$ cat config.mk
export PLATFORM = sky130hd
export DESIGN_NAME = cal_current_trigger_control
export DESIGN_NICKNAME = d
export VERILOG_FILES = /design/src/rtl/pm_ctrl_pkg.sv /design/src/rtl/cal_current_trigger_control.sv /design/src/rtl/pm_nv_store.sv
export SDC_FILE = /design/constraint.sdc
export NUM_CORES = 1
export LEC_CHECK = 0
export BUFFER_PORTS_ARGS = -buffer_cell sky130_fd_sc_hd__buf_2
export CORE_ASPECT_RATIO = 1.1
export CORE_UTILIZATION = 57
export DETAILED_ROUTE_END_ITERATION = 10
export PLACE_DENSITY = 0.91
export SLEW_MARGIN = 20
export SYNTH_ARGS = -nofsm -noshare
export SYNTH_HDL_FRONTEND = slang
export SYNTH_HIERARCHICAL = 1
export SYNTH_SLANG_ARGS = --single-unit
$ cat constraint.sdc
create_clock -name clk -period 3.1 [get_ports clk]
set_input_delay 0 -clock clk [delete_from_list [all_inputs] [get_ports clk]]
set_output_delay 0 -clock clk [all_outputs]
set_load 0.05 [all_outputs]
$ cat src/rtl/pm_ctrl_pkg.sv
// shared constants and carrier types for the power module command logic
// assumes one 50 MHz clock domain and a plain register port master
package pm_ctrl_pkg;
  localparam int ADDR_W = 5;
  localparam int DATA_W = 32;
  localparam int LVL_W  = 16;
  localparam int NV_WORDS = 4;

  // register offsets, a write to a command offset is that command
  localparam logic [4:0] OFF_CAL_STATE  = 5'h00;
  localparam logic [4:0] OFF_CAL_PASS   = 5'h01;
  localparam logic [4:0] OFF_CAL_SAVE   = 5'h02;
  localparam logic [4:0] OFF_VPOINT_SEL = 5'h03;
  localparam logic [4:0] OFF_VVALUE     = 5'h04;
  localparam logic [4:0] OFF_CPOINT_SEL = 5'h05;
  localparam logic [4:0] OFF_CVALUE     = 5'h06;
  localparam logic [4:0] OFF_OV_CAL     = 5'h07;
  localparam logic [4:0] OFF_IMMEDIATE_CURRENT_LEVEL_IMM   = 5'h08;
  localparam logic [4:0] OFF_CURRENT_MODE_SELECT  = 5'h09;
  localparam logic [4:0] OFF_OC_PROT    = 5'h0a;
  localparam logic [4:0] OFF_IMMEDIATE_CURRENT_LEVEL_PEND  = 5'h0b;
  localparam logic [4:0] OFF_PROT_CLEAR = 5'h0c;
  localparam logic [4:0] OFF_INIT       = 5'h0d;
  localparam logic [4:0] OFF_CONT_ARM   = 5'h0e;
  localparam logic [4:0] OFF_TRIG_CANCEL = 5'h0f;
  localparam logic [4:0] OFF_BUS_TRIG   = 5'h10;
  localparam logic [4:0] OFF_DISPLAY    = 5'h11;
  localparam logic [4:0] OFF_AUTO_CAL   = 5'h12;
  localparam logic [4:0] OFF_STATUS     = 5'h13;
  localparam logic [4:0] OFF_ERROR      = 5'h14;

  // field positions
  localparam int POS_ENABLE    = 0;
  localparam int POS_PASS_GIVEN = 1;
  localparam int POS_PASS_LSB  = 16;
  localparam int ST_CAL_EN  = 0;
  localparam int ST_ARMED   = 1;
  localparam int ST_CONT    = 2;
  localparam int ST_LIST    = 3;
  localparam int ST_OC      = 4;
  localparam int ST_PEND_V  = 5;
  localparam int ST_OV_BUSY = 6;
  localparam int ST_OUT_ON  = 7;

  // nonvolatile word indices
  localparam int NV_PASS = 0;
  localparam int NV_VOLT = 1;
  localparam int NV_IMMEDIATE_CURRENT_LEVEL = 2;
  localparam int NV_OV   = 3;

  // error codes
  localparam logic [7:0] ERR_NONE       = 8'h00;
  localparam logic [7:0] ERR_CAL_LOCKED = 8'h01;
  localparam logic [7:0] ERR_PASSWORD   = 8'h02;
  localparam logic [7:0] ERR_SEQUENCE   = 8'h03;
  localparam logic [7:0] ERR_OV_COND    = 8'h04;

  // reset values and timing
  localparam logic [15:0] IMMEDIATE_CURRENT_LEVEL_RST    = 16'h0000;
  localparam logic        DISPLAY_RST = 1'b1;
  localparam int CLK_HZ    = 50_000_000;
  localparam int OV_CAL_MS = 2000;
  localparam int OV_CAL_CYCLES = OV_CAL_MS * (CLK_HZ / 1000);

  typedef enum logic [3:0] {
    PT_IDLE     = 4'b0001,
    PT_LOW_SEL  = 4'b0010,
    PT_LOW_IN   = 4'b0100,
    PT_HIGH_SEL = 4'b1000
  } point_state_type;

  typedef struct packed {
    logic [4:0]  addr;
    logic [31:0] wdata;
    logic        wr;
    logic        rd;
  } bus_req_type;

  typedef struct packed {
    logic [15:0] level;
    logic        output_on;
    logic        display_on;
    logic        overcurrent_bit;
    logic [31:0] volt_cal;
    logic [31:0] immediate_current_level_cal;
    logic [31:0] ov_cal;
  } ctrl_out_type;
endpackage : pm_ctrl_pkg

$ cat src/rtl/cal_current_trigger_control.sv
// calibration gate, current level control and trigger arming
// assumes a register port master, pins from outside the clock domain,
// and a list sequencer on the same clock offering list levels
// Operation
// - cal commands other than auto-cal and the mode switch refused unless cal mode on
// - new password committed to nv at once
// - zero password lets cal mode open freely
// - password starts as the model number
// - save copies working constants into nv
// - nonzero password needs match, else error
// - cal mode query returns only 0 or 1
// - leaving cal mode drops unsaved constants
// - two points give constants held until saved
// - ov cal runs alone, stores in nv
// - immediate level write always reaches output
// - fixed mode blocks list, list mode allows
// - selecting list mode also cancels triggers
// - oc protect plus cc regulation trips output
// - oc latch cleared only by protection clear
// - pending level kept apart, applied on trigger
// - pending read without value gives immediate
// - unarmed trigger events and commands ignored
// - initiate arms for one trigger action
// - continuous arm keeps subsystem always armed
// - display enable switches readouts only
`timescale 1ns/100ps
module cal_current_trigger_control #(
  parameter int          OV_CYCLES    = pm_ctrl_pkg::OV_CAL_CYCLES,
  parameter logic [15:0] MODEL_NUMBER = 16'h1234 // arbitrary value
) (
  input  wire logic                      clk,
  input  wire logic                      reset_n,
  input  wire pm_ctrl_pkg::bus_req_type  bus_req,
  output      logic [31:0]               rdata,
  input  wire logic                      trigger_pin,
  input  wire logic                      cc_pin,
  input  wire logic                      cv_pin,
  input  wire logic                      output_request,
  input  wire logic [15:0]               list_level,
  input  wire logic                      list_valid,
  input  wire logic [31:0]               ov_sense,
  output      pm_ctrl_pkg::ctrl_out_type ctrl_out,
  output      logic                      list_abort,
  output      logic                      auto_cal_pulse,
  output      logic                      error_pulse
);
  import pm_ctrl_pkg::*;
  generate
    if (OV_CYCLES < 2) begin : g_bad
      $error("ov calibration count too small");
    end
  endgenerate
  logic [4:0]  a;
  logic [31:0] wd;
  logic        wr;
  logic        w_state, w_pass, w_save, w_ovc, w_imm, w_mode, w_ocp;
  logic        w_pend, w_pclr, w_init, w_cont, w_abort, w_trig, w_disp;
  logic [1:0]  w_sel, w_val, seq_err, dirty;
  logic        cal_gated, locked, cal_en, pass_ok, cal_off_evt;
  logic [2:0]  pin_s1, pin_s2, pin_s3, pin_st;
  logic        trig_prev, trig_rise, trig_fire, armed, cont, next_cont;
  logic        abort, list_mode, ocp, oc, oc_set, out_on, display;
  logic [15:0] imm, pend;
  logic        pend_v, ov_busy, ov_start, ov_bad, ov_done;
  logic [31:0] ov_count;
  logic [7:0]  err_code, next_err;
  logic [NV_WORDS-1:0]    nv_wr_mask;
  logic [NV_WORDS*32-1:0] nv_wr_data, nv_q;
  logic [31:0] work [2];
  logic [31:0] eff [2];
  logic [31:0] nv_pass;
  // command decode from the register port
  assign a  = bus_req.addr;
  assign wd = bus_req.wdata;
  assign wr = bus_req.wr;
  assign w_state  = wr && a == OFF_CAL_STATE;
  assign w_pass   = wr && a == OFF_CAL_PASS;
  assign w_save   = wr && a == OFF_CAL_SAVE;
  assign w_ovc    = wr && a == OFF_OV_CAL;
  assign w_sel[0] = wr && a == OFF_VPOINT_SEL;
  assign w_val[0] = wr && a == OFF_VVALUE;
  assign w_sel[1] = wr && a == OFF_CPOINT_SEL;
  assign w_val[1] = wr && a == OFF_CVALUE;
  assign w_imm    = wr && a == OFF_IMMEDIATE_CURRENT_LEVEL_IMM;
  assign w_mode   = wr && a == OFF_CURRENT_MODE_SELECT;
  assign w_ocp    = wr && a == OFF_OC_PROT;
  assign w_pend   = wr && a == OFF_IMMEDIATE_CURRENT_LEVEL_PEND;
  assign w_pclr   = wr && a == OFF_PROT_CLEAR;
  assign w_init   = wr && a == OFF_INIT;
  assign w_cont   = wr && a == OFF_CONT_ARM;
  assign w_abort  = wr && a == OFF_TRIG_CANCEL;
  assign w_trig   = wr && a == OFF_BUS_TRIG;
  assign w_disp   = wr && a == OFF_DISPLAY;
  // cal commands other than auto-cal and the mode switch are gated
  assign cal_gated = w_pass | w_save | w_ovc | (|w_sel) | (|w_val);
  assign locked    = cal_gated & ~cal_en;
  // pin synchronisers, a level counts once stages two and three agree
  for (genvar i = 0; i < 3; i++) begin : g_sync
    always_ff @(posedge clk) begin
      if (!reset_n) begin
        pin_s1[i] <= 1'b0;
        pin_s2[i] <= 1'b0;
        pin_s3[i] <= 1'b0;
        pin_st[i] <= 1'b0;
      end else begin
        pin_s1[i] <= (i == 2) ? trigger_pin : (i == 1) ? cc_pin : cv_pin;
        pin_s2[i] <= pin_s1[i];
        pin_s3[i] <= pin_s2[i];
        if (pin_s2[i] == pin_s3[i]) pin_st[i] <= pin_s3[i];
      end
    end
  end
  // cal mode switch with password check
  assign nv_pass = nv_q[NV_PASS*32 +: 32];
  assign pass_ok = (nv_pass == 32'h0) ||
                   (wd[POS_PASS_GIVEN] &&
                    wd[POS_PASS_LSB +: 16] == nv_pass[15:0]);
  assign cal_off_evt = w_state && !wd[POS_ENABLE] && cal_en;
  always_ff @(posedge clk) begin
    if (!reset_n) begin
      cal_en <= 1'b0;
    end else if (w_state) begin
      if (!wd[POS_ENABLE]) cal_en <= 1'b0;
      else if (pass_ok) cal_en <= 1'b1;
    end
  end
  // two-point calibration per channel, 0 voltage, 1 current
  for (genvar c = 0; c < 2; c++) begin : g_cal
    point_state_type pstate;
    logic [15:0]     low_val;
    assign eff[c] = dirty[c] ? work[c] : nv_q[(c + 1)*32 +: 32];
    always_comb begin
      seq_err[c] = 1'b0;
      if (cal_en && w_sel[c] && wd[0] && pstate != PT_LOW_IN) seq_err[c] = 1'b1;
      if (cal_en && w_val[c] && pstate != PT_LOW_SEL && pstate != PT_HIGH_SEL)
        seq_err[c] = 1'b1;
    end
    always_ff @(posedge clk) begin
      if (!reset_n) begin
        pstate   <= PT_IDLE;
        low_val  <= 16'h0;
        work[c]  <= 32'h0;
        dirty[c] <= 1'b0;
      end else if (cal_off_evt) begin
        pstate   <= PT_IDLE;
        dirty[c] <= 1'b0;
      end else if (w_save && cal_en) begin
        dirty[c] <= 1'b0;
      end else if (cal_en && w_sel[c]) begin
        if (!wd[0]) pstate <= PT_LOW_SEL;
        else if (pstate == PT_LOW_IN) pstate <= PT_HIGH_SEL;
        else pstate <= PT_IDLE;
      end else if (cal_en && w_val[c]) begin
        unique case (pstate)
          PT_LOW_SEL: begin
            low_val <= wd[15:0];
            pstate  <= PT_LOW_IN;
          end
          PT_HIGH_SEL: begin
            work[c]  <= {wd[15:0] - low_val, low_val};
            dirty[c] <= 1'b1;
            pstate   <= PT_IDLE;
          end
          default: pstate <= PT_IDLE;
        endcase
      end
    end
  end
  // ov calibration runs on its own for a long fixed time
  assign ov_bad   = w_ovc && cal_en && (ov_busy || !out_on || !pin_st[0]);
  assign ov_start = w_ovc && cal_en && !ov_bad;
  assign ov_done  = ov_busy && ov_count == 32'd1;
  always_ff @(posedge clk) begin
    if (!reset_n) begin
      ov_busy  <= 1'b0;
      ov_count <= 32'h0;
    end else if (ov_start) begin
      ov_busy  <= 1'b1;
      ov_count <= 32'(OV_CYCLES);
    end else if (ov_busy) begin
      ov_count <= ov_count - 32'd1;
      if (ov_done) ov_busy <= 1'b0;
    end
  end
  // nonvolatile commits: password, saved constants, ov constant
  always_comb begin
    nv_wr_mask = '0;
    nv_wr_mask[NV_PASS] = w_pass && cal_en;
    nv_wr_mask[NV_VOLT] = w_save && cal_en;
    nv_wr_mask[NV_IMMEDIATE_CURRENT_LEVEL] = w_save && cal_en;
    nv_wr_mask[NV_OV]   = ov_done;
  end
  assign nv_wr_data = {ov_sense, eff[1], eff[0], 16'h0, wd[15:0]};
  pm_nv_store #(
    .NWORDS (NV_WORDS),
    .W      (32),
    .INIT   ({96'h0, 16'h0, MODEL_NUMBER})
  ) u_nv (
    .clk     (clk),
    .reset_n (reset_n),
    .wr_mask (nv_wr_mask),
    .wr_data (nv_wr_data),
    .q       (nv_q)
  );
  // trigger arming
  assign trig_rise = pin_st[2] && !trig_prev;
  assign trig_fire = armed && (w_trig || trig_rise);
  assign abort     = w_abort || (w_mode && wd[0]);
  assign next_cont = w_cont ? wd[0] : cont;
  always_ff @(posedge clk) begin
    if (!reset_n) begin
      trig_prev <= 1'b0;
      cont      <= 1'b0;
      armed     <= 1'b0;
    end else begin
      trig_prev <= pin_st[2];
      cont      <= next_cont;
      if (next_cont) armed <= 1'b1;
      else if (abort) armed <= 1'b0;
      else if (w_init) armed <= 1'b1;
      else if (trig_fire) armed <= 1'b0;
    end
  end
  // immediate and pending current levels
  always_ff @(posedge clk) begin
    if (!reset_n) begin
      imm    <= IMMEDIATE_CURRENT_LEVEL_RST;
      pend   <= IMMEDIATE_CURRENT_LEVEL_RST;
      pend_v <= 1'b0;
    end else begin
      if (w_imm) imm <= wd[15:0];
      else if (trig_fire && pend_v) imm <= pend;
      else if (list_mode && list_valid) imm <= list_level;
      if (w_pend) begin
        pend   <= wd[15:0];
        pend_v <= 1'b1;
      end else if (trig_fire || abort) begin
        pend_v <= 1'b0;
      end
    end
  end
  // mode, protection and display settings
  always_ff @(posedge clk) begin
    if (!reset_n) begin
      list_mode  <= 1'b0;
      ocp        <= 1'b0;
      display    <= DISPLAY_RST;
      list_abort <= 1'b0;
    end else begin
      if (w_mode) list_mode <= wd[0];
      if (w_ocp) ocp <= wd[0];
      if (w_disp) display <= wd[0];
      list_abort <= abort;
    end
  end
  // overcurrent latch, the trip wins over a clear in the same cycle
  assign oc_set = ocp && pin_st[1];
  always_ff @(posedge clk) begin
    if (!reset_n) begin
      oc     <= 1'b0;
      out_on <= 1'b0;
    end else begin
      if (oc_set) oc <= 1'b1;
      else if (w_pclr) oc <= 1'b0;
      out_on <= output_request && !(oc || oc_set);
    end
  end
  // error code, a new error wins over the clearing read
  always_comb begin
    next_err = ERR_NONE;
    if (locked) next_err = ERR_CAL_LOCKED;
    else if (w_state && wd[POS_ENABLE] && !pass_ok) next_err = ERR_PASSWORD;
    else if (|seq_err) next_err = ERR_SEQUENCE;
    else if (ov_bad) next_err = ERR_OV_COND;
  end
  always_ff @(posedge clk) begin
    if (!reset_n) begin
      err_code       <= ERR_NONE;
      error_pulse    <= 1'b0;
      auto_cal_pulse <= 1'b0;
    end else begin
      if (next_err != ERR_NONE) err_code <= next_err;
      else if (bus_req.rd && a == OFF_ERROR) err_code <= ERR_NONE;
      error_pulse    <= next_err != ERR_NONE;
      auto_cal_pulse <= wr && a == OFF_AUTO_CAL;
    end
  end
  // read data, valid only in the cycle after the strobe
  always_ff @(posedge clk) begin
    if (!reset_n || !bus_req.rd) begin
      rdata <= 32'h0;
    end else begin
      unique case (a)
        OFF_CAL_STATE:  rdata <= {31'h0, cal_en};
        OFF_IMMEDIATE_CURRENT_LEVEL_IMM:   rdata <= {16'h0, imm};
        OFF_IMMEDIATE_CURRENT_LEVEL_PEND:  rdata <= {16'h0, pend_v ? pend : imm};
        OFF_CURRENT_MODE_SELECT:  rdata <= {31'h0, list_mode};
        OFF_OC_PROT:    rdata <= {31'h0, ocp};
        OFF_CONT_ARM:   rdata <= {31'h0, cont};
        OFF_DISPLAY:    rdata <= {31'h0, display};
        OFF_ERROR:      rdata <= {24'h0, err_code};
        OFF_STATUS:     rdata <= {24'h0, out_on, ov_busy, pend_v, oc,
                                  list_mode, cont, armed, cal_en};
        default:        rdata <= 32'h0;
      endcase
    end
  end
  // outputs from registers
  assign ctrl_out.level           = imm;
  assign ctrl_out.output_on       = out_on;
  assign ctrl_out.display_on      = display;
  assign ctrl_out.overcurrent_bit = oc;
  assign ctrl_out.volt_cal        = eff[0];
  assign ctrl_out.immediate_current_level_cal        = eff[1];
  assign ctrl_out.ov_cal          = nv_q[NV_OV*32 +: 32];
endmodule : cal_current_trigger_control

$ cat src/rtl/pm_nv_store.sv
// nonvolatile word store: password and calibration constants
// assumes the owner raises one write bit per word it commits
`timescale 1ns/100ps
module pm_nv_store #(
  parameter int                    NWORDS = 4,
  parameter int                    W      = 32,
  parameter logic [NWORDS*W-1:0]   INIT   = '0
) (
  input  wire logic                clk,
  input  wire logic                reset_n,
  input  wire logic [NWORDS-1:0]   wr_mask,
  input  wire logic [NWORDS*W-1:0] wr_data,
  output      logic [NWORDS*W-1:0] q
);
  generate
    if (NWORDS < 1 || W < 1) begin : g_bad
      $error("nv store needs at least one word");
    end
  endgenerate

  // one register per word, read data straight from the register
  for (genvar i = 0; i < NWORDS; i++) begin : g_word
    always_ff @(posedge clk) begin
      if (!reset_n) begin
        q[i*W +: W] <= INIT[i*W +: W];
      end else if (wr_mask[i]) begin
        q[i*W +: W] <= wr_data[i*W +: W];
      end
    end
  end
endmodule : pm_nv_store

* Word-level counts from Yosys, hierarchy flattened
Memories as Yosys holds them, arrays and structs flattened. Index checks and enable logic that the tools add are counted. W data, S select, Z words.
Storage, ports and cells: bits in registers 284, bits in writable memories 64, output and inout bits 150, word-level logic and storage cells 248, memories 1
Cells by class: add/subtract/negate cells 3, equality and inequality tests 38, mux-type cells 60, bitwise logic cells 13, reductions and logical operators 91
Memory list:
- work | depth 2, bits a word 32, rd ports 2, clocked after Yosys merged registers in 0, wr ports 2, line cal_current_trigger_control.sv:69 | logic [31:0] work [2];
Operators with widths (number):
- $pmux W16 S9 | 1
- $mux W32 | 4
- $mux W16 | 4
- $mux W27 | 2
- $logic_and A1 B1 Y1 | 50
- $eq A5 B4 Y1 const B | 8
- $mux W1 | 33
- $eq A32 B1 Y1 const B | 1
- $logic_not A32 Y1 | 1
- $mux W4 | 8
- $sub A16 B16 Y16 | 2
- $sub A32 B1 Y32 const B | 1
- $eq A5 B5 Y1 const B | 5
- $eq A5 B3 Y1 const B | 4
- $mux W3 | 6
- $eq A16 B16 Y1 | 1
- $mux W8 | 2
- $reduce_bool A2 Y1 | 6
- $eq A5 B2 Y1 const B | 2
- $reduce_and A5 Y1 | 2
- $reduce_or A2 Y1 | 5
- $logic_not A1 Y1 | 9
- $eq A4 B2 Y1 const B | 2
- $eq A4 B3 Y1 const B | 2
- other kinds (18) | 44

* Longest topological paths before layout
Gate-level depths: netlist (run 1).
word-level depth 13, gate-level depth with buffers 10

* Hierarchy
Netlist (run 1), hierarchy kept.
Modules (own cells, without submodules):
- cal_current_trigger_control | instances 1, cells an instance 1172, area each 11040.6 um^2, sequential area each 4944.7 um^2
- pm_nv_store | instances 1, cells an instance 414, area each 4987.3 um^2, sequential area each 2562.5 um^2

* Worst setup path after synthesis (run 1)
OpenSTA, ideal clock, no wires.
kind reg2reg, start point reg ov_count[20], end point reg u_nv.q[100], library setup time 0.117 ns, data arrival time 2.424 ns, data required time 2.983 ns, path slack 0.559 ns, cell stages (with the launch flop) 10, buffers on the path 2, period minus slack after synthesis 2.541 ns, cell sequence dfxtp_1 -> or4_1 -> nor4_1 -> nand2_1 -> or4_1 -> nor2_1 -> buf_6 -> buf_12 -> mux2i_1 -> nor2b_1
Between the ends: cells in the longest elaborated chain, start to end 2
RTL lines:
- start, declared | line cal_current_trigger_control.sv:65 | logic [31:0] ov_count;
- start signal, assigned | line cal_current_trigger_control.sv:179 | ov_count <= 32'(OV_CYCLES);
- start signal, assigned | line cal_current_trigger_control.sv:181 | ov_count <= ov_count - 32'd1;
- $eq A32 B1 Y1 | line cal_current_trigger_control.sv:172 | assign ov_done = ov_busy && ov_count == 32'd1;
- $logic_and A1 B1 Y1 | line cal_current_trigger_control.sv:172
- via nv_wr_mask[3] | line cal_current_trigger_control.sv:67 | logic [NV_WORDS-1:0] nv_wr_mask;
- end signal, assigned by index | line pm_nv_store.sv:25 | q[i*W +: W] <= INIT[i*W +: W];
- end signal, assigned by index | line pm_nv_store.sv:27 | q[i*W +: W] <= wr_data[i*W +: W];
- end, declared | line pm_nv_store.sv:13 | output logic [NWORDS*W-1:0] q
The timed path passes the listed nets, and every way through them passes these cells. A chain may end at the register's enable or synchronous reset.

* Final worst setup path (run 1)
start point reg ov_count[20], end point reg u_nv.q[119]
Same word-level chain as after synthesis.

==> results of run 1 <==
through the flow:
stage,hold slack (ns),cells,setup slack (ns)
2_1_floorplan,0.126,1617,0.559
4_1_cts,0.00124,2279,0.266
3_5_place_dp,0.213,2131,0.313
3_3_place_gp,0.209,2131,0.429
5_1_grt,0.0265,2282,0.0479
6_report,0.0254,2282,0.148
worst max-delay path: stages (launching register included):
cell     delay (ns)
dfxtp_1        0.34
or4_1          0.59
nor4_1         0.31
nand2_1        0.21
or4_1          0.59
nor2_4         0.14
buf_12         0.24
mux2i_1        0.26
nor2b_1        0.11
flip-flops by register name (all words and copies together), names as in the netlist, 2 cells and up:
name / cells
pend: 16
imm: 16
u_nv/q: 128
g_cal.pstate: 8
err_code: 3
dirty: 2
work: 64
pin_s2: 3
rdata: 16
pin_s3: 3
ov_count: 32
pin_st: 3
g_cal.low_val: 32
pin_s1: 3
logic make-up (layout without fill, tap and decap cells):
logic type | after synthesis | in the layout | share of synthesized area, %
xor+xnor | 63 | 63 | 3.44
other cells | 1 | 35 | 0.0234
compound gates | 223 | 223 | 8.92
flops | 343 | 343 | 46.8
simple gates | 549 | 549 | 17.8
buf+inv | 145 | 444 | 5.50
mux | 228 | 228 | 14.7
fa+ha+maj | 34 | 34 | 2.75
how the worst min path moves through the flow:
stage | startpoint | to | slack [ns] | cells after the start
6_report | bus_req[13] | g_cal[0].low_val[11] | 0.03 | 4
5_1_grt | bus_req[13] | g_cal[0].low_val[11] | 0.03 | 4
3_3_place_gp | cv_pin | pin_s1[0] | 0.21 | 2
4_1_cts | bus_req[13] | g_cal[0].low_val[11] | 0.001 | 4
2_1_floorplan | output_request | out_on | 0.13 | 2
3_5_place_dp | cc_pin | pin_s1[1] | 0.21 | 2
cell usage after synthesis (10+ instances only):
master	instances
ha_1	32
xnor2_1	43
nand3_1	13
o21ai_0	40
a22oi_1	25
clkbuf_1	44
buf_12	12
edfxtp_1	64
nor2b_1	138
nor3_1	22
a21oi_1	81
nand4_1	11
mux2i_1	164
and2_1	14
dfxtp_1	279
nand2b_1	13
buf_4	21
buf_2	21
o21a_1	10
inv_1	39
mux2_2	64
nor4_1	18
nor2_1	143
or4_1	10
xor2_1	20
nand2_1	118
layer usage:
| layer | routed length, µm | part of all wire [%] | vias up |
|---|---|---|---|
| li1 | - | - | 6118 |
| met1 | 16800 | 36 | 6450 |
| met2 | 22500 | 49 | 777 |
| met3 | 3510 | 7.6 | 276 |
| met4 | 3490 | 7.5 | 0 |
| met5 | 0 | 0 | - |
power by group through the flow:
stage / clock network, mW / logic (mW) / registers (mW)
6_report: 4.37 / 0.622 / 4.61
5_1_grt: 4.56 / 0.656 / 4.61
4_1_cts: 4.37 / 0.597 / 4.61
3_5_place_dp: 0 / 0.514 / 4.71
3_3_place_gp: 0 / 0.505 / 4.71
2_1_floorplan: 0 / 0.335 / 4.71
final cells by class:
cell class | instances | area share, %
well taps | 363 | 2.35
diodes | 3 | 0.0388
flip-flops and latches | 343 | 38.8
multi-input cells | 1129 | 40.2
repair buffers | 343 | 11.6
clock buffers | 51 | 5.47
inverters | 40 | 0.776
clock inverters | 10 | 0.653
placed cells by master (no fill, tap or decap), drive strengths merged, types with 4 or more instances in the layout:
cell type    synthesis  routed
nor4b                5       5
and2                15      15
nor2b              138     138
a31oi                8       8
o21ai               41      41
a211oi               4       4
a21oi               82      82
nor2               145     145
a222oi               7       7
nand3b               4       4
buf                 61     256
nor3                22      22
mux2                64      64
nand3               13      13
a21o                 9       9
or4                 11      11
inv                 39      40
or3                  8       8
conb                 1      32
nor4                19      19
nand4               11      11
nand2b              13      13
clkbuf              44      51
dfxtp              279     279
a22oi               25      25
dlygate4sd3          0      87
edfxtp              64      64
ha                  32      32
and3                 9       9
a2111oi              4       4
o21a                10      10
xor2                20      20
mux2i              164     164
nand2              118     118
clkinv               1       7
xnor2               43      43
==> results.py, run 1 <==
metrics = {
    "run_status": {
        "status": "completed",
    },
    "sta": {
        "maxSlewViolCount": 0,
        "fin_crit_sh_pct": 95.2,
        "rsz0062_at_grt": "false",
        "setup_viol": 0,
        "setup_tns_ns": 0,
        "tightest_slew_ns": 0.715,
        "fmax_ghz": 0.339,
        "relSlewSlack_pct": 52.2,
        "finalHoldViolations": 0,
        "skew_ns": 0.0218,
        "fin_crit_ns": 2.95,
    },
    "floorplan": {
        "core.rowCount": 64,
        "die_h_um": 178,
        "die_w_um": 162,
        "die_area_mm2": 0.0288,
        "boundaryPins": 244,
        "initial_core_util_pct": 57.8,
        "core_mm2": 0.0277,
    },
    "job": {
        "maxCapViolCount": 0,
    },
    "placed_design": {
        "post_dp_cell_area_mm2": 0.0173,
        "place.detailed.hpwl_um": 27700,
        "routabilityCongestion": 0.889,
        "port_buffers": 227,
    },
    "logic_synthesis": {
        "netlist_area_mm2": 0.0160,
        "ys.flop_type": "dfxtp_1",
        "ys_seq_elements": 343,
        "synthArstFlopShare_pct": 0,
        "synthCells": 1586,
        "syn_area_per_cell_um2": 10.1,
        "synth_warnings": 6,
        "synth_top_area_share_pct": 34.8,
        "ys_seq_area_share_pct": 46.8,
        "yosys.area.top_type": "dfxtp_1",
        "synth_edf_count": 64,
        "yosysUniqueCellTypes": 84,
        "synth.area.top_cells": "dfxtp_1, edfxtp_1, mux2i_1, nor2b_1, mux2_2",
    },
    "power": {
        "finalPower_mw": 9.60,
        "pwr-share-comb_pct": 6.5,
        "p_clk_share_pct": 45.5,
        "peakVddDrop_mv": 0.611,
        "intPower_mw": 7.44,
        "powerDensity_mw_per_mm2": 496,
        "p_leak_nw": 7.62,
        "power_frac_seq_pct": 48.0,
        "sw_frac_of_total_pct": 22.5,
        "p_switching_mw": 2.16,
    },
    "clock_network": {
        "clk_path_buf_depth": 3,
        "clock_latency_ns": 0.52,
        "clk_pin_slew_ns": 0.06,
        "cts_setup_buffers": 0,
        "ctsResizeCount": 0,
        "cts_tree": "built",
        "cts_sinks": 343,
        "ctsHtreeMaxLevel": 2,
        "numCtsBuffers": 35,
        "ctsHoldBuffers": 87,
        "cts_root_buf": "clkbuf_16",
    },
    "layout": {
        "final_nets": 2020,
        "multiInputGateArea_mm2": 0.00778,
        "area_growth_pct": 20.7,
        "stdcell_area_mm2": 0.0193,
        "seq_area_mm2": 0.00751,
        "utilization_pct": 69.8,
        "fillers": 1909,
        "drive_gt1_share_pct": 20.5,
    },
    "route": {
        "avgViaCountPerCell": 5.97,
        "drt_pre_antenna_iters": 8,
        "antenna_left": 0,
        "drt_first_iter_violations": 1302,
        "vias": 13621,
        "drt_wl_total_um": 46400,
        "wl_per_cell_um": 20.3,
        "drc": 0,
    },
    "global_routing": {
        "grt_pass1_vias": 13420,
        "use_met1_pct": 35.9,
        "grt_busiest_layer": "met2",
        "use_met3_pct": 5.35,
        "grtUsageTotal_pct": 31.4,
        "grt_pass1_wl_um": 70900,
        "use_met2_pct": 53.4,
        "grt_max_degree": 81,
        "antenna_found_initial": 3,
        "grt_overflow": 0,
    },
    "critical_path": {
        "cp_data_arrival_time_ns": 3.35,
        "critPathLaunch": "ov_count[20]",
        "end_kind": "flop",
        "required_ns": 3.50,
        "cp-start-kind": "flop",
        "r2r_cells": 8,
        "critPathKind": "flop to flop",
        "path_max_fanout": 32,
        "reg2reg_slack_ns": 0.15,
        "r2r_start": "ov_count[20]",
        "cp-endpoint": "u_nv/q[119]",
        "r2r_end": "u_nv/q[119]",
    },
    "hold_path": {
        "hold_path_class": "input pin to flop",
    },
}
(Power assumes the default switching activity.)
==> run 2, diff against run 1 <==
GPL_ROUTABILITY_DRIVEN = 0   (was default)
PLACE_DENSITY = 0.8   (was 0.91)
==> run 2 against run 1 <==
Utilization fell by 0.077 points. Cell area decreased by 0.11%. Die area stayed put. Maximum frequency shrank 1.3%. Setup slack got worse by 0.038 ns. Clock skew shrank 0.0041 ns. Via count down 4.8%. Combinational power is 2% lower. Sequential power hardly changed.
==> results.py, run 2 (same netlist as run 1, synthesis figures left out) <==
metrics = {
    "hold_path": {
        "holdPathStages": 3,
        "hold_path_class": "input pin to flop",
    },
    "layout": {
        "layout_common_cells": "dfxtp_1, buf_2, mux2i_1, nor2_1, nor2b_1",
        "top_regs": "u_nv/q (128), work (64)",
        "final_common_cell": "dfxtp_1",
        "largest_reg_flops": 128,
        "final_nets": 2024,
        "fin_cells": 2287,
        "regMostFlops": "u_nv/q",
        "fillers": 2057,
        "drive_gt1_share_pct": 20.4,
        "stdcell_area_mm2": 0.0193,
        "area_growth_pct": 20.5,
    },
    "floorplan": {
        "boundaryPins": 244,
        "die_w_um": 162,
        "initial_core_util_pct": 57.8,
        "die_h_um": 178,
        "core.rowCount": 64,
        "die_area_mm2": 0.0288,
        "core_mm2": 0.0277,
    },
    "critical_path": {
        "crit_buf_inv": 1,
        "required_ns": 3.49,
        "r2r_cells": 8,
        "cp_slowest_cell": "or4_1",
        "path_max_fanout": 32,
        "end_kind": "flop",
        "critPathKind": "flop to flop",
        "worst_path_most_repeated_cell": "or4_1",
        "cp.depth": 8,
        "cp-start-kind": "flop",
        "cp_data_arrival_time_ns": 3.38,
        "slowest_delay_ns": 0.60,
        "cpLargestDelayFamily": "simple AND/OR/NAND/NOR gates",
        "path_cells": "or4_1, nor4_1, nand2_1, or4_1, nor2_4, buf_12, mux2i_1, nor2b_1",
    },
    "global_routing": {
        "grtUsageTotal_pct": 28.1,
        "grt_max_degree": 82,
        "grt_overflow": 0,
        "antenna_found_initial": 3,
        "grt_pass1_wl_um": 64800,
        "grt_pass1_vias": 12858,
    },
    "sta": {
        "fin_crit_sh_pct": 96.4,
        "maxSlewViolCount": 0,
        "setup_tns_ns": 0,
        "setup_viol": 0,
        "fin_crit_ns": 2.99,
        "rsz0062_at_grt": "false",
        "relSlewSlack_pct": 51.9,
        "tightest_slew_ns": 0.712,
        "fmax_ghz": 0.335,
        "finalHoldViolations": 0,
        "holdWs_ns": 0.00162,
        "skew_ns": 0.0178,
    },
    "route": {
        "drc": 0,
        "drt_pre_antenna_iters": 6,
        "antenna_left": 0,
        "wl_per_cell_um": 18.3,
        "vias": 12965,
        "avgViaCountPerCell": 5.67,
        "drt_first_iter_violations": 1247,
        "drt_wl_total_um": 41800,
    },
    "clock_network": {
        "ctsHoldBuffers": 90,
        "numCtsBuffers": 37,
        "cts_sinks": 343,
        "ctsResizeCount": 0,
        "clk_pin_slew_ns": 0.06,
        "clk_path_buf_depth": 3,
        "cts_root_buf": "clkbuf_16",
        "ctsHtreeMaxLevel": 2,
        "clock_latency_ns": 0.52,
        "cts_tree": "built",
        "cts_setup_buffers": 0,
    },
    "job": {
        "maxCapViolCount": 0,
    },
    "power": {
        "p_leak_nw": 7.59,
        "peakVddDrop_mv": 0.405,
        "powerDensity_mw_per_mm2": 486,
    },
    "run_status": {
        "status": "completed",
    },
    "placed_design": {
        "placedCellCount": 2130,
        "place.detailed.hpwl_um": 26900,
        "port_buffers": 227,
        "post_dp_cell_area_mm2": 0.0173,
    },
}
## run 2: cell count changes in the layout (fill, tap and decap cells not counted), sizes merged
cell         previous run  this run
bufinv                  3         0
buf                   256       255
clkbuf                 51        52
clkinvlp                0         3
clkinv                  7         8
dlygate4sd3            87        90
diode                   3         4
## run 2: layout make-up
type	instances	area, µm²	area share, %
inverter	40	150	0.777
multi-input combinational	1129	7780	40.3
sequential	343	7510	38.9
timing repair buffer	345	2270	11.8
antenna	4	10.0	0.0518
clock buffer	52	1060	5.51
clock inverter	11	72.6	0.376
tap	363	454	2.35
## run 2: worst paths after layout
check	from	endpoint	slack, ns
max	ov_count[20]	u_nv/q[126]	0.11
min	bus_req[35]	rdata[13]	0.002
max reg2reg	ov_count[20]	u_nv/q[126]	0.11
min reg2reg	pin_s1[1]	pin_s2[1]	0.43
## run 2: through the flow
stage	power (mW)	setup WS, ns	util, %
floorplan	5.04	0.559	-
global placement	5.21	0.414	62.3
detailed placement	5.22	0.342	62.3
CTS	9.40	0.217	69.7
global route	9.65	0.0115	69.7
finish	9.38	0.111	69.7
## run 2: layer usage
metal  global-route usage, %  up-vias  share of wire [%]
met2                    48.1      551                 49
met3                    4.60      154                6.8
li1                        -     6131                  -
met4                    16.0        0                5.3
met5                       0        -                  0
met1                    33.5     6129                 39
## run 2: worst register-to-register path, stage by stage (launching register included)
cell,delay (ns)
dfxtp_1,0.34
or4_1,0.60
nor4_1,0.36
nand2_1,0.21
or4_1,0.57
nor2_4,0.13
buf_12,0.24
mux2i_1,0.33
nor2b_1,0.09
## run 2: power by group
part,internal [mW],leakage [nW],switching (mW)
logic,0.244,4.19,0.367
registers,4.59,2.86,0.0228
clock network,2.40,0.550,1.76
==> run 3, diff against run 2 <==
CTS_BUF_LIST = sky130_fd_sc_hd__clkbuf_16   (was default)
==> run 3 against run 2 <==
Largest power group unchanged. Largest cell class unchanged. First-iteration DRC count increased by 7.2%. Setup slack got worse by 0.012 ns. Maximum frequency down 0.40%. Cell count unchanged. Cell area is 0.21% lower. Non-clock buffer count unchanged. Utilization fell by 0.14 points. Routed wire length fell by 0.60%. Global-route usage fell by 0.11 points. Hold slack improved by 0.023 ns.
==> results.py, run 3 (same netlist as run 1, synthesis figures left out) <==
metrics = {
    "run_status": {
        "status": "completed",
    },
    "critical_path": {
        "reg2reg_slack_ns": 0.1,
        "cpLargestDelayFamily": "simple AND/OR/NAND/NOR gates",
        "cp_slowest_cell": "or4_1",
        "critPathLaunch": "ov_count[20]",
        "worst_path_most_repeated_cell": "or4_1",
        "r2r_cells": 8,
        "r2r_start": "ov_count[20]",
        "end_kind": "flop",
        "cp-start-kind": "flop",
        "cp-endpoint": "u_nv/q[126]",
        "path_max_fanout": 32,
        "required_ns": 3.49,
        "crit_buf_inv": 1,
        "r2r_end": "u_nv/q[126]",
        "cp_data_arrival_time_ns": 3.39,
        "path_cells": "or4_1, nor4_1, nand2_1, or4_1, nor2_4, buf_12, mux2i_1, nor2b_1",
        "critPathKind": "flop to flop",
        "slowest_delay_ns": 0.60,
        "cp.depth": 8,
    },
    "floorplan": {
        "die_h_um": 178,
        "die_area_mm2": 0.0288,
        "initial_core_util_pct": 57.8,
        "boundaryPins": 244,
        "core.rowCount": 64,
        "core_mm2": 0.0277,
        "die_w_um": 162,
    },
    "route": {
        "drc": 0,
        "wl_per_cell_um": 18.2,
        "avgViaCountPerCell": 5.65,
        "vias": 12912,
        "drt_first_iter_violations": 1337,
        "drt_wl_total_um": 41500,
        "antenna_left": 0,
        "drt_pre_antenna_iters": 7,
    },
    "sta": {
        "holdWs_ns": 0.0244,
        "setup_viol": 0,
        "tightest_slew_ns": 0.735,
        "skew_ns": 0.0160,
        "fin_crit_ns": 3.00,
        "setup_tns_ns": 0,
        "fmax_ghz": 0.333,
        "rsz0062_at_grt": "false",
        "finalHoldViolations": 0,
        "maxSlewViolCount": 0,
        "fin_crit_sh_pct": 96.8,
        "relSlewSlack_pct": 50.3,
    },
    "global_routing": {
        "grtUsageTotal_pct": 28.0,
        "grt_max_degree": 82,
        "grt_overflow": 0,
        "grt_pass1_wl_um": 64600,
        "antenna_found_initial": 3,
        "grt_pass1_vias": 12765,
    },
    "power": {
        "peakVddDrop_mv": 0.404,
        "powerDensity_mw_per_mm2": 480,
        "p_leak_nw": 7.61,
    },
    "job": {
        "maxCapViolCount": 0,
    },
    "clock_network": {
        "cts_sinks": 343,
        "cts_setup_buffers": 0,
        "clk_path_buf_depth": 3,
        "cts_root_buf": "clkbuf_16",
        "cts_tree": "built",
        "clock_latency_ns": 0.52,
        "ctsHtreeMaxLevel": 2,
        "numCtsBuffers": 37,
        "clk_pin_slew_ns": 0.05,
    },
    "layout": {
        "area_growth_pct": 20.3,
        "final_common_cell": "dfxtp_1",
        "drive_gt1_share_pct": 20.2,
        "final_nets": 2024,
        "regMostFlops": "u_nv/q",
        "layout_common_cells": "dfxtp_1, buf_2, mux2i_1, nor2_1, nor2b_1",
        "fin_cells": 2287,
        "largest_reg_flops": 128,
        "top_regs": "u_nv/q (128), work (64)",
    },
    "hold_path": {
        "hold_path_class": "input pin to flop",
    },
    "placed_design": {
        "placedCellCount": 2130,
        "place.detailed.hpwl_um": 26900,
        "port_buffers": 227,
    },
}
[run 3: changes by cell type in the layout (fill, tap and decap cells not counted), sizes merged]
cell    before  now
inv         40   49
clkinv       8   12
clkbuf      52   39
[run 3: layer usage]
layer / global-route usage [%] / routed length (µm) / vias up
li1: - / - / 6129
met4: 15.1 / 2110 / 0
met1: 33.7 / 16300 / 6121
met5: 0 / 0 / -
met2: 48.1 / 20400 / 517
met3: 4.35 / 2690 / 145
[run 3: worst reg2reg max path, cell delays in order (launching register included)]
cell and delay (ns):
dfxtp_1 0.34, or4_1 0.60, nor4_1 0.37, nand2_1 0.21
or4_1 0.57, nor2_4 0.13, buf_12 0.24, mux2i_1 0.33
nor2b_1 0.10
[run 3: worst min-delay path by stage]
stage | from | to | cells past startpoint
final | bus_req[35] | rdata[13] | 3
after global routing | bus_req[35] | rdata[13] | 3
after CTS | bus_req[35] | rdata[13] | 3
after detailed placement | cv_pin | pin_s1[0] | 2
after global placement | cv_pin | pin_s1[0] | 2
after floorplan | output_request | out_on | 2
[run 3: through the flow]
| step | cell area [µm²] | setup WS (ns) | utilization, % | power [mW] |
|---|---|---|---|---|
| after global placement | 17300 | 0.414 | 62.3 | 5.21 |
| after global routing | 19300 | 0.0116 | 69.6 | 9.52 |
| final | 19300 | 0.0988 | 69.6 | 9.25 |
| after detailed placement | 17300 | 0.342 | 62.3 | 5.22 |
| after floorplan | 16100 | 0.559 | - | 5.04 |
| after CTS | 19300 | 0.217 | 69.5 | 9.27 |
[run 3: final cells by class]
type | instances | area [µm²]
fillers | 2065 | 8430
clock buffers | 39 | 976
diodes | 4 | 10.0
repair buffers | 345 | 2270
clock inverters | 24 | 121
flip-flops and latches | 343 | 7510
inverters | 40 | 150
well taps | 363 | 454
multi-input cells | 1129 | 7780
[run 3: where the power goes]
group	switching, mW	internal (mW)
clock network	1.75	2.27
logic	0.366	0.243
registers	0.0229	4.59
[run 3: what timing repair did]
action                                  in CTS  in global routing
resized for setup                            0                  0
hold buffers                                90                  0
endpoints found under the hold margin      127                  0
endpoints found under the setup margin       0                  0
